[config.mk]
export PLATFORM = sky130hd
export DESIGN_NAME = ftp_top
export DESIGN_NICKNAME = d
export VERILOG_FILES = /design/src/ftp_pkg.sv /design/src/ftp_top.sv
export SDC_FILE = /design/constraint.sdc
export NUM_CORES = 1
export LEC_CHECK = 0
export ABC_AREA = 1
export BUFFER_PORTS_ARGS = -buffer_cell sky130_fd_sc_hd__buf_4
export CORE_ASPECT_RATIO = 0.75
export CORE_MARGIN = 2
export CORE_UTILIZATION = 35
export DETAILED_ROUTE_END_ITERATION = 16
export PLACE_DENSITY = 0.62
export SKIP_LAST_GASP = 1
export SLEW_MARGIN = 20
export SYNTH_ARGS = -nofsm -noshare
export SYNTH_HDL_FRONTEND = slang
export SYNTH_SLANG_ARGS = --single-unit
export TNS_END_PERCENT = 100
[constraint.sdc]
create_clock -name clock -period 1.64 [get_ports clock]
set_input_delay 0.246 -clock clock [delete_from_list [all_inputs] [get_ports clock]]
set_output_delay 0.246 -clock clock [all_outputs]
set_load 0.02 [all_outputs]
[src/ftp_pkg.sv]
// Package for the four-channel triggered PWM block: register map, fields, timing
package ftp_pkg;
  localparam int CLK_HZ      = 40_000_000;
  localparam int US_PER_S    = 1_000_000;
  localparam int TICK_CYCLES = CLK_HZ / US_PER_S;
  localparam int TICK_W      = 6;

  localparam int NUM_CH      = 4;
  localparam int DUTY_W      = 8;
  localparam int TIME_W      = 22;
  localparam int DOUT_W      = 12;
  localparam int DIN_W       = 6;
  localparam int ADDR_W      = 8;
  localparam int DATA_W      = 32;

  // Per-channel register block: channel index in addr[5:4], register in addr[3:2]
  localparam logic [1:0] REG_DUTY   = 2'h0;
  localparam logic [1:0] REG_DELAY  = 2'h1;
  localparam logic [1:0] REG_PERIOD = 2'h2;
  localparam logic [1:0] REG_CTRL   = 2'h3;
  localparam logic [ADDR_W-1:0] ADDR_DOUT = 8'h40;
  localparam logic [ADDR_W-1:0] ADDR_DIN  = 8'h44;
  localparam logic [1:0] CH_SPACE_HI = 2'h0;

  // Control register fields
  localparam int CTRL_ENABLE  = 0;
  localparam int CTRL_TRIG    = 1;
  localparam int CTRL_CONT    = 2;
  localparam int CTRL_RESET   = 3;
  localparam int CTRL_STATE_L = 4;

  // Reset values
  localparam logic [DUTY_W-1:0] DUTY_RST   = 8'h00;
  localparam logic [TIME_W-1:0] DELAY_RST  = 22'h000000;
  localparam int                PERIOD_RST_MS = 1000;
  localparam logic [TIME_W-1:0] PERIOD_RST = TIME_W'(PERIOD_RST_MS * 1000);
  localparam logic [DOUT_W-1:0] DOUT_RST   = 12'h000;

  typedef enum logic [1:0] {
    FTP_IDLE  = 2'b00,
    FTP_DELAY = 2'b01,
    FTP_OUT   = 2'b11
  } ftp_state_e;
endpackage : ftp_pkg

[src/ftp_top.sv]
// Four triggered PWM channels with digital output latch and input port
//
// Added by the designer: the placing of the registers and the plain strobed port.
`timescale 1ns/1ps

module ftp_top
  import ftp_pkg::*;
(
  // Clock and reset
  input  wire logic                         clock,
  input  wire logic                         srst,
  // Register port
  input  wire logic [ftp_pkg::ADDR_W-1:0]   addr,
  input  wire logic [ftp_pkg::DATA_W-1:0]   wdata,
  input  wire logic                         wr,
  input  wire logic                         rd,
  output logic      [ftp_pkg::DATA_W-1:0]   rdata,
  // Pins
  input  wire logic [ftp_pkg::NUM_CH-1:0]   trig_in,
  input  wire logic [ftp_pkg::DIN_W-1:0]    din,
  output logic      [ftp_pkg::NUM_CH-1:0]   pwm_out,
  output logic      [ftp_pkg::DOUT_W-1:0]   dout
);
  import ftp_pkg::*;

  // Input synchronisers
  logic [NUM_CH-1:0] trig_s1, trig_s2, trig_s3;
  logic [DIN_W-1:0]  din_s1, din_s2;
  always_ff @(posedge clock) begin
    trig_s1 <= trig_in;
    trig_s2 <= trig_s1;
    trig_s3 <= trig_s2;
    din_s1  <= din;
    din_s2  <= din_s1;
  end

  // Microsecond tick and PWM phase shared by all channels
  logic [TICK_W-1:0] tick_cnt, next_tick_cnt;
  logic              us_tick, next_us_tick;
  logic [DUTY_W-1:0] phase, next_phase;
  always_comb begin
    next_tick_cnt = tick_cnt + 1'b1;
    next_us_tick  = 1'b0;
    next_phase    = phase;
    if (tick_cnt == TICK_W'(TICK_CYCLES - 1)) begin
      next_tick_cnt = '0;
      next_us_tick  = 1'b1;
    end
    // 255 steps per PWM cycle, so duty 255 is fully on
    if (us_tick) begin
      next_phase = (phase == 8'hfe) ? 8'h00 : phase + 1'b1;
    end
  end
  always_ff @(posedge clock) begin
    if (srst) begin
      tick_cnt <= '0;
      us_tick  <= 1'b0;
      phase    <= '0;
    end else begin
      tick_cnt <= next_tick_cnt;
      us_tick  <= next_us_tick;
      phase    <= next_phase;
    end
  end

  // Address decode
  logic       ch_sel;
  logic [1:0] ch_idx;
  logic [1:0] reg_idx;
  assign ch_sel  = (addr[7:6] == CH_SPACE_HI) && (addr[1:0] == 2'h0);
  assign ch_idx  = addr[5:4];
  assign reg_idx = addr[3:2];

  // Digital output latch
  logic [DOUT_W-1:0] dout_q, next_dout_q;
  always_comb begin
    next_dout_q = dout_q;
    if (wr && addr == ADDR_DOUT) begin
      next_dout_q = wdata[DOUT_W-1:0];
    end
  end
  always_ff @(posedge clock) begin
    if (srst) begin
      dout_q <= DOUT_RST;
    end else begin
      dout_q <= next_dout_q;
    end
  end
  assign dout = dout_q;

  // Per-channel state
  logic [DUTY_W-1:0] duty   [NUM_CH];
  logic [TIME_W-1:0] delay  [NUM_CH];
  logic [TIME_W-1:0] period [NUM_CH];
  logic [NUM_CH-1:0] en, trig_mode, cont;
  ftp_state_e        state  [NUM_CH];
  logic [DATA_W-1:0] ch_rd  [NUM_CH];

  genvar g;
  generate
    for (g = 0; g < NUM_CH; g++) begin : g_ch
      logic [DUTY_W-1:0] next_duty;
      logic [TIME_W-1:0] next_delay, next_period, tmr, next_tmr;
      logic              next_en, next_trig, next_cont, next_pwm, pwm_q;
      logic              wr_ch, trig_edge;
      ftp_state_e        next_state;

      assign wr_ch     = wr && ch_sel && (ch_idx == 2'(g));
      assign trig_edge = trig_s2[g] && !trig_s3[g];

      always_comb begin
        next_duty   = duty[g];
        next_delay  = delay[g];
        next_period = period[g];
        next_en     = en[g];
        next_trig   = trig_mode[g];
        next_cont   = cont[g];
        next_state  = state[g];
        next_tmr    = tmr;
        if (wr_ch) begin
          unique case (reg_idx)
            REG_DUTY:   next_duty   = wdata[DUTY_W-1:0];
            REG_DELAY:  next_delay  = wdata[TIME_W-1:0];
            REG_PERIOD: next_period = wdata[TIME_W-1:0];
            REG_CTRL: begin
              next_en   = wdata[CTRL_ENABLE];
              next_trig = wdata[CTRL_TRIG];
              next_cont = wdata[CTRL_CONT];
            end
          endcase
        end
        // Trigger sequencer, timers count whole microseconds
        if (!en[g] || !trig_mode[g]) begin
          next_state = FTP_IDLE;
          next_tmr   = '0;
        end else begin
          unique case (state[g])
            FTP_IDLE: if (trig_edge) begin
              next_state = FTP_DELAY;
              next_tmr   = '0;
            end
            FTP_DELAY: if (tmr >= delay[g]) begin
              next_state = FTP_OUT;
              next_tmr   = '0;
            end else if (us_tick) begin
              next_tmr = tmr + 1'b1;
            end
            FTP_OUT: if (tmr >= period[g]) begin
              next_state = cont[g] ? FTP_DELAY : FTP_IDLE;
              next_tmr   = '0;
            end else if (us_tick) begin
              next_tmr = tmr + 1'b1;
            end
            default: begin
              next_state = FTP_IDLE;
              next_tmr   = '0;
            end
          endcase
        end
        // Channel reset strobe overrides a write in the same cycle
        if (wr_ch && reg_idx == REG_CTRL && wdata[CTRL_RESET]) begin
          next_duty   = DUTY_RST;
          next_en     = 1'b0;
          next_trig   = 1'b0;
          next_cont   = 1'b0;
          next_delay  = DELAY_RST;
          next_period = PERIOD_RST;
          next_state  = FTP_IDLE;
          next_tmr    = '0;
        end
        next_pwm = en[g] && (phase < duty[g] || duty[g] == 8'hff)
                   && (!trig_mode[g] || state[g] == FTP_OUT);
      end

      always_ff @(posedge clock) begin
        if (srst) begin
          duty[g]      <= DUTY_RST;
          delay[g]     <= DELAY_RST;
          period[g]    <= PERIOD_RST;
          en[g]        <= 1'b0;
          trig_mode[g] <= 1'b0;
          cont[g]      <= 1'b0;
          state[g]     <= FTP_IDLE;
          tmr          <= '0;
          pwm_q        <= 1'b0;
        end else begin
          duty[g]      <= next_duty;
          delay[g]     <= next_delay;
          period[g]    <= next_period;
          en[g]        <= next_en;
          trig_mode[g] <= next_trig;
          cont[g]      <= next_cont;
          state[g]     <= next_state;
          tmr          <= next_tmr;
          pwm_q        <= next_pwm;
        end
      end
      assign pwm_out[g] = pwm_q;

      always_comb begin
        ch_rd[g] = '0;
        unique case (reg_idx)
          REG_DUTY:   ch_rd[g][DUTY_W-1:0] = duty[g];
          REG_DELAY:  ch_rd[g][TIME_W-1:0] = delay[g];
          REG_PERIOD: ch_rd[g][TIME_W-1:0] = period[g];
          REG_CTRL: begin
            ch_rd[g][CTRL_ENABLE]              = en[g];
            ch_rd[g][CTRL_TRIG]                = trig_mode[g];
            ch_rd[g][CTRL_CONT]                = cont[g];
            ch_rd[g][CTRL_STATE_L+1:CTRL_STATE_L] = state[g];
          end
        endcase
      end
    end
  endgenerate

  // Read data, valid only in the cycle after the strobe
  logic [DATA_W-1:0] next_rdata;
  always_comb begin
    next_rdata = '0;
    if (rd) begin
      if (ch_sel) begin
        next_rdata = ch_rd[ch_idx];
      end else if (addr == ADDR_DOUT) begin
        next_rdata = {20'h00000, dout_q};
      end else if (addr == ADDR_DIN) begin
        next_rdata = {26'h0000000, din_s2};
      end
    end
  end
  always_ff @(posedge clock) begin
    if (srst) begin
      rdata <= '0;
    end else begin
      rdata <= next_rdata;
    end
  end
endmodule : ftp_top

* Yosys cells after proc, flatten, opt, wreduce, memory -nomap -nowiden
Memories as Yosys holds them, arrays and structs flattened.
Cells that the tools add are included.
** Word-level totals
- Bits in registers :: 187
- Bits in latches :: 0
- Memory bits (writable) :: 216
- Memory bits (read-only) :: 0
- Input port bits :: 54
- Output and inout port bits :: 48
- Logic and storage cells :: 301
- Memories kept :: 4
** Memory list
- delay :: words 4, width 22, read ports 4, clocked after Yosys merged registers in 0, write ports 4, RTL line ftp_top.sv:93 : logic [TIME_W-1:0] delay [NUM_CH];
- period :: words 4, width 22, read ports 4, clocked after Yosys merged registers in 0, write ports 4, RTL line ftp_top.sv:94 : logic [TIME_W-1:0] period [NUM_CH];
- duty :: words 4, width 8, read ports 4, clocked after Yosys merged registers in 0, write ports 4, RTL line ftp_top.sv:92 : logic [DUTY_W-1:0] duty [NUM_CH];
- state :: words 4, width 2, read ports 4, clocked after Yosys merged registers in 0, write ports 4, RTL line ftp_top.sv:96 : ftp_state_e state [NUM_CH];
** Operators by class
- Add/sub/neg operators :: 6
- Multiply operators :: 0
- Div/mod/pow operators :: 0
- $lt $le $gt $ge :: 13
- Equal/unequal tests :: 26
- Shift operators :: 0
- Mux-type cells :: 131
- Bitwise operators :: 18
- Reductions and logical operators :: 73
** Operator list (count)
- $mux W22 :: 48
- $pmux W22 S3 :: 4
- $ge A22 B22 Y1 :: 8
- $mux W8 :: 17
- $pmux W14 S2 :: 4
- $mux W32 :: 3
- $add A22 B1 Y22 const B :: 4
- $bmux W32 S2 :: 1
- $mux W2 :: 24
- $pmux W2 S3 :: 8
- $pmux W3 S4 :: 4
- $eq A8 B8 Y1 const B :: 5
- $lt A8 B8 Y1 :: 4
- $pmux W2 S4 :: 4
- $logic_and A1 B1 Y1 :: 27
- $eq A2 B2 Y1 const B :: 8
- $eq A8 B7 Y1 const B :: 2
- $logic_not A2 Y1 :: 8
- $or A1 B1 Y1 :: 16
- $eq A2 B1 Y1 const B :: 6
- $logic_not A1 Y1 :: 12
- $logic_or A1 B1 Y1 :: 12
- $mux W12 :: 1
- $pmux W1 S3 :: 4
- 12 further kinds :: 33

* Logic depth before layout (Yosys ltp)
- Depth after elaboration :: 8
- Mapped depth :: 15
- Gate-level depth less buffers :: 14

* Worst setup path before layout
OpenSTA, ideal clock, no wires.
- Path kind :: input-to-reg
- Start :: in addr[2] (netlist bit)
- End :: reg rdata[19] (netlist bit)
- Arrival :: 1629 ps
- Required time :: 1502 ps
- Path slack :: -127 ps
- Stages on the path :: 10
- Path through :: inv_1 > ha_1 > buf_2 > inv_1 > buf_2 > buf_4 > buf_2 > o22ai_1 > nand2_1 > a41oi_1
** On the way
- Word-level cells in the longest chain between the ends :: 6
- Elaborated cells between the ends (all ways) :: 10
- Classes of those cells :: eq/ne: 2; mux: 8
** RTL lines
- start, declared :: RTL line ftp_top.sv:13 : input wire logic [ftp_pkg::ADDR_W-1:0] addr,
- $eq A2 B2 Y1 or $eq A2 B1 Y1 (tied branches) :: RTL line ftp_top.sv:202 : unique case (reg_idx)
- $pmux W14 S2 :: RTL line ftp_top.sv:202
- $bmux W32 S2 * :: RTL line ftp_top.sv:223 : next_rdata = ch_rd[ch_idx];
- $mux W32 (not written as such) * (2 in a row) :: RTL line ftp_top.sv:223
- $mux W32 * :: RTL line ftp_top.sv:222 : if (ch_sel) begin
- end signal, assigned :: RTL line ftp_top.sv:235 : rdata <= next_rdata;
- end, declared :: RTL line ftp_top.sv:17 : output logic [ftp_pkg::DATA_W-1:0] rdata,
Mark *: on every way between the ends. The rest lies on a longest branch, timed or not. The select of a mux whose other input is x is not followed.
A chain may end at the register's enable or synchronous reset.

* Worst setup path in the final report
- Start :: reg g_ch[2].tmr[21]
- End :: reg g_ch[2].tmr[14]
** On the way
- Word-level cells in the longest chain between the ends :: 3
- Elaborated cells between the ends (all ways) :: 5
- Classes of those cells :: order compare: 2; mux: 3
** RTL lines
- start, declared :: RTL line ftp_top.sv:103 : logic [TIME_W-1:0] next_delay, next_period, tmr, next_tmr;
- start signal, assigned :: RTL line ftp_top.sv:194 : tmr <= next_tmr;
- $ge A22 B22 Y1 (on tied branches) :: RTL line ftp_top.sv:148, ftp_top.sv:142
- $mux W22 (on tied branches) :: RTL line ftp_top.sv:148, ftp_top.sv:142
- $pmux W22 S3 * :: RTL line ftp_top.sv:137 : unique case (state[g])
Mark *: on every way between the ends. The rest lies on a longest branch, timed or not.

==> flow_summary.html <==
<table>
<tr><th>Metric</th><th>Value</th></tr>
<tr><th colspan="2">STA</th></tr>
<tr><td>Final Slew Violations</td><td>0</td></tr>
<tr><td>Portion of the clock cycle consumed by the worst path in the final layout</td><td>117.2%</td></tr>
<tr><td>FMAX</td><td>520.4 MHz</td></tr>
<tr><td>Final min period</td><td>1.922 ns</td></tr>
<tr><td>Rel. slew slack</td><td>a little over three fifths</td></tr>
<tr><td>RSZ-0062 raised after global routing</td><td>true</td></tr>
<tr><td>Total Negative Setup Slacks</td><td>-18.91 ns</td></tr>
<tr><td>Final-report setup violation count</td><td>96</td></tr>
<tr><td>PnR worst setup slack</td><td>-0.2816 ns</td></tr>
<tr><td>Fin. Hold Viols</td><td>0</td></tr>
<tr><td>Worst-case clock skew</td><td>slightly below 0.03 ns</td></tr>
<tr><td>Transition time of the tightest slew-check pin</td><td>0.5608 ns</td></tr>
<tr><th colspan="2">Die</th></tr>
<tr><td>Count of boundary I/O pins</td><td>102</td></tr>
<tr><td>Die extent in x</td><td>slightly above 300 um</td></tr>
<tr><td>Die Area</td><td>approximately 70000 um^2</td></tr>
<tr><td>Vertical die dimension</td><td>229.7 um</td></tr>
<tr><td>Core outline area</td><td>between 60000 and 70000 um^2</td></tr>
<tr><td>Row count</td><td>82</td></tr>
<tr><td>Starting Density</td><td>a little over a third</td></tr>
<tr><th colspan="2">Run status</th></tr>
<tr><td>Outcome</td><td>finished, violations left</td></tr>
<tr><td>Failing checks</td><td>negative setup slack</td></tr>
<tr><th colspan="2">Routing</th></tr>
<tr><td>Total number of vias</td><td>25719</td></tr>
<tr><td>M1 WL</td><td>43.28 mm</td></tr>
<tr><td>Residual antenna-violating net count after detailed routing</td><td>0</td></tr>
<tr><td>Post-DR vias/cell</td><td>5.083</td></tr>
<tr><td>Detailed-routed wire length on met3</td><td>9.115 mm</td></tr>
<tr><td>Detail-routed net length per standard cell</td><td>approximately 18 um</td></tr>
<tr><td>DRC</td><td>0</td></tr>
<tr><td>Count of routing violations after the opening detailed-route iteration</td><td>2868</td></tr>
<tr><td>Amount of wire on met2 after detailed routing</td><td>36.29 mm</td></tr>
<tr><td>DRT Pass-1 Iters</td><td>6</td></tr>
<tr><td>Highest Signal Layer</td><td>met5</td></tr>
<tr><td>Total detailed-routing wirelength</td><td>approximately 91 mm</td></tr>
<tr><th colspan="2">Worst setup path</th></tr>
<tr><td>Type of the worst setup path</td><td>register to register</td></tr>
<tr><td>Worst-path fanout max</td><td>6</td></tr>
<tr><td>Worst endpoint data arrival time</td><td>roughly 2.4 ns</td></tr>
<tr><td>Worst Reg2Reg Path Length in Cells</td><td>12</td></tr>
<tr><td>Flop2flop setup slack</td><td>-0.28 ns</td></tr>
<tr><td>Critical path launch point type</td><td>register</td></tr>
<tr><td>Worst setup EP type</td><td>register</td></tr>
<tr><td>Required arrival time at the worst endpoint</td><td>~2.2 ns</td></tr>
<tr><th colspan="2">CTS</th></tr>
<tr><td>Clock tree from TritonCTS</td><td>done</td></tr>
<tr><td>Longest Clk Path Bufs</td><td>3</td></tr>
<tr><td>Num Clock Sinks</td><td>between 300 and 400</td></tr>
<tr><td>CTS buffer count</td><td>45</td></tr>
<tr><td>Latest clock arrival within the worst-skew pair</td><td>between 0.6 and 0.7 ns</td></tr>
<tr><td>H-Tree Level Count</td><td>2</td></tr>
<tr><td>CTS root buffer</td><td>sky130_fd_sc_hd__clkbuf_16</td></tr>
<tr><td>Clock transition at the register clock pins on the worst setup and hold paths after CTS</td><td>about 0.060 ns</td></tr>
<tr><th colspan="2">Global routing</th></tr>
<tr><td>First-pass GRT wire length</td><td>between 100 and 150 mm</td></tr>
<tr><td>Global-route total usage across every layer</td><td>between 20% and 30%</td></tr>
<tr><td>Via count of the first global-routing pass</td><td>~23000</td></tr>
<tr><td>Antenna violations before repair</td><td>1</td></tr>
<tr><td>Largest net degree at the start of global routing</td><td>30</td></tr>
<tr><td>Overflow left after global routing</td><td>0</td></tr>
<tr><th colspan="2">Power and ir drop</th></tr>
<tr><td>Reported leakage power</td><td>0.01537 uW</td></tr>
<tr><td>Power after layout</td><td>approximately 21000 uW</td></tr>
<tr><td>Peak ir drop on the vdd network</td><td>approximately 0.67 mV</td></tr>
<tr><td>Total power per unit cell area</td><td>~630 nW/um^2</td></tr>
<tr><th colspan="2">Yosys</th></tr>
<tr><td>Synth Area per Inst</td><td>about 6.6 um^2</td></tr>
<tr><td>Synthesized flop and latch total</td><td>roughly 390</td></tr>
<tr><td>Portion of the post-synthesis area used by sequential elements</td><td>roughly 33%</td></tr>
<tr><td>Area of the mapped netlist</td><td>23770 um^2</td></tr>
<tr><td>Main flop type after synthesis</td><td>sky130_fd_sc_hd__dfxtp_1</td></tr>
<tr><td>Number of enable flip-flop cells after synthesis</td><td>0</td></tr>
<tr><td>Yosys synthesis warning count</td><td>0</td></tr>
<tr><td>Async S/R FF share, synth</td><td>0%</td></tr>
<tr><td>Unique masters post-synth</td><td>between 40 and 50</td></tr>
<tr><td>Syn Inst Count</td><td>~3600</td></tr>
<tr><th colspan="2">Final layout</th></tr>
<tr><td>Area added between synthesis and finish</td><td>43.82%</td></tr>
<tr><td>Filler Cells Inserted</td><td>roughly 6300</td></tr>
<tr><td>Total inserted antenna cells</td><td>0</td></tr>
<tr><td>Combined area of the multi-input logic cells</td><td>15760 um^2</td></tr>
<tr><td>Layout cells sized above 1</td><td>between 30% and 40%</td></tr>
<tr><td>Most frequent cells in the layout</td><td>sky130_fd_sc_hd__nand2_1 (1092), sky130_fd_sc_hd__buf_4 (562), sky130_fd_sc_hd__inv_1 (423)</td></tr>
<tr><td>Sequential cell area</td><td>just over 8000 um^2</td></tr>
<tr><td>Leading cell type in the layout, fill and taps excluded</td><td>sky130_fd_sc_hd__nand2_1</td></tr>
<tr><td>Number of nets in the finished design</td><td>4416</td></tr>
<tr><td>Core utilization of the finished layout</td><td>51.03%</td></tr>
<tr><th colspan="2">Placed design</th></tr>
<tr><td>HPWL Detailed</td><td>~66 mm</td></tr>
<tr><td>Number of buffers inserted by port buffering</td><td>81</td></tr>
<tr><td>Routability-driven placement congestion ratio</td><td>around 0.97</td></tr>
<tr><th colspan="2">Job</th></tr>
<tr><td>Number of max-cap violations</td><td>0</td></tr>
<tr><th colspan="2">Hold path</th></tr>
<tr><td>Worst hold path depth</td><td>3</td></tr>
<tr><td>Worst hold-check path type</td><td>primary input to register</td></tr>
</table>
==> state kept, by name, summed over array words and instances, names as in the netlist, 8 cells and up <==
signal	cells
delay	88
duty	32
dout	12
rdata	22
phase	8
state	8
g_ch.tmr	88
period	88
==> where the power goes <==
group	internal [uW]	leakage (uW)	switching (uW)
combinational	418	0.0114	812
clock	6120	0.000742	4480
sequential	9560	0.00326	28.6
==> per-layer routing <==
metal,global-route usage [%],up-vias
li1,-,12568
met1,37.88,11917
met2,35.01,1099
met3,4.710,133
met4,4.378,2
met5,0,-
==> stage by stage <==
step / setup WS, ns / hold WS (ns) / instances / instance area, um^2
floorplan: -0.03082 / 0.2737 / 3603 / 24120
global placement: -0.3655 / 0.3097 / 4930 / 29450
detailed placement: -0.3886 / 0.3121 / 4930 / 29450
CTS: -0.2314 / 0.004338 / 5046 / 32170
global route: -0.3628 / 0.01776 / 5060 / 34190
finish: -0.2816 / 0.02275 / 5060 / 34190
==> cell usage after synthesis (10+ instances only) <==
| cell type | number | area [um^2] |
|---|---|---|
| sky130_fd_sc_hd__nand2_1 | 1222 | 4587 |
| sky130_fd_sc_hd__inv_1 | 519 | 1948 |
| sky130_fd_sc_hd__dfxtp_1 | 393 | 7868 |
| sky130_fd_sc_hd__a21oi_1 | 387 | 1937 |
| sky130_fd_sc_hd__ha_1 | 217 | 2715 |
| sky130_fd_sc_hd__nor2_1 | 206 | 773.2 |
| sky130_fd_sc_hd__nand3_1 | 106 | 530.5 |
| sky130_fd_sc_hd__o21ai_0 | 72 | 360.4 |
| sky130_fd_sc_hd__o22ai_1 | 65 | 406.6 |
| sky130_fd_sc_hd__buf_2 | 58 | 290.3 |
| sky130_fd_sc_hd__clkbuf_1 | 58 | 217.7 |
| sky130_fd_sc_hd__nand4_1 | 47 | 294.0 |
| sky130_fd_sc_hd__o211ai_1 | 42 | 315.3 |
| sky130_fd_sc_hd__xor2_1 | 38 | 332.8 |
| sky130_fd_sc_hd__buf_4 | 22 | 165.2 |
| sky130_fd_sc_hd__nor3_1 | 20 | 100.1 |
| sky130_fd_sc_hd__a31oi_1 | 15 | 93.84 |
| sky130_fd_sc_hd__a41oi_1 | 10 | 87.58 |
| sky130_fd_sc_hd__inv_2 | 10 | 37.54 |
==> worst max-delay path, cell delays in order, from the launching register on <==
cell and delay [ns]:
sky130_fd_sc_hd__dfxtp_4 0.37, sky130_fd_sc_hd__ha_4 0.26, sky130_fd_sc_hd__nand2_2 0.06, sky130_fd_sc_hd__nand2_2 0.08
sky130_fd_sc_hd__nor2_1 0.11, sky130_fd_sc_hd__nand2_1 0.07, sky130_fd_sc_hd__a21oi_2 0.12, sky130_fd_sc_hd__nand4_1 0.19
sky130_fd_sc_hd__nand2_4 0.17, sky130_fd_sc_hd__buf_6 0.12, sky130_fd_sc_hd__buf_12 0.13, sky130_fd_sc_hd__nand2_4 0.05
sky130_fd_sc_hd__a21oi_2 0.13
==> timing repair <==
item	in CTS	in global routing
gates resized for setup	213	475
buffers inserted	10	11
endpoints found under the hold margin	42	0
pin swaps	52	139
endpoints found under the setup margin	98	108
hold buffers	22	0
gates cloned	4	6
==> cells by family after synthesis <==
family / Yosys count / share of synthesized area (%)
adder cells (fa/ha/maj): 217 / 11.42
AO/OA/AOI/OAI: 611 / 14.14
flip-flops: 393 / 33.10
buffers and inverters: 682 / 11.64
XOR/XNOR: 47 / 1.732
AND/OR/NAND/NOR: 1643 / 27.96
other: 1 / 0.01578
==> final timing paths <==
path / startpoint / endpoint
setup / recovery: g_ch[2].tmr[21] / g_ch[2].tmr[14]
hold / removal: wdata[3] / period[3][3]
setup reg to reg: g_ch[2].tmr[21] / g_ch[2].tmr[14]
hold reg to reg: din_s1[0] / din_s2[0]
==> layout make-up <==
cell class	instances	area share, %
Multi-Input combinational cell	2528	46.09
Sequential cell	393	23.77
Timing Repair Buffer	648	16.67
Inverter	529	5.815
Clock buffer	61	3.857
Tap cell	882	3.228
Clock inverter	19	0.5709
Note: power is estimated with default switching activity, not from simulation.
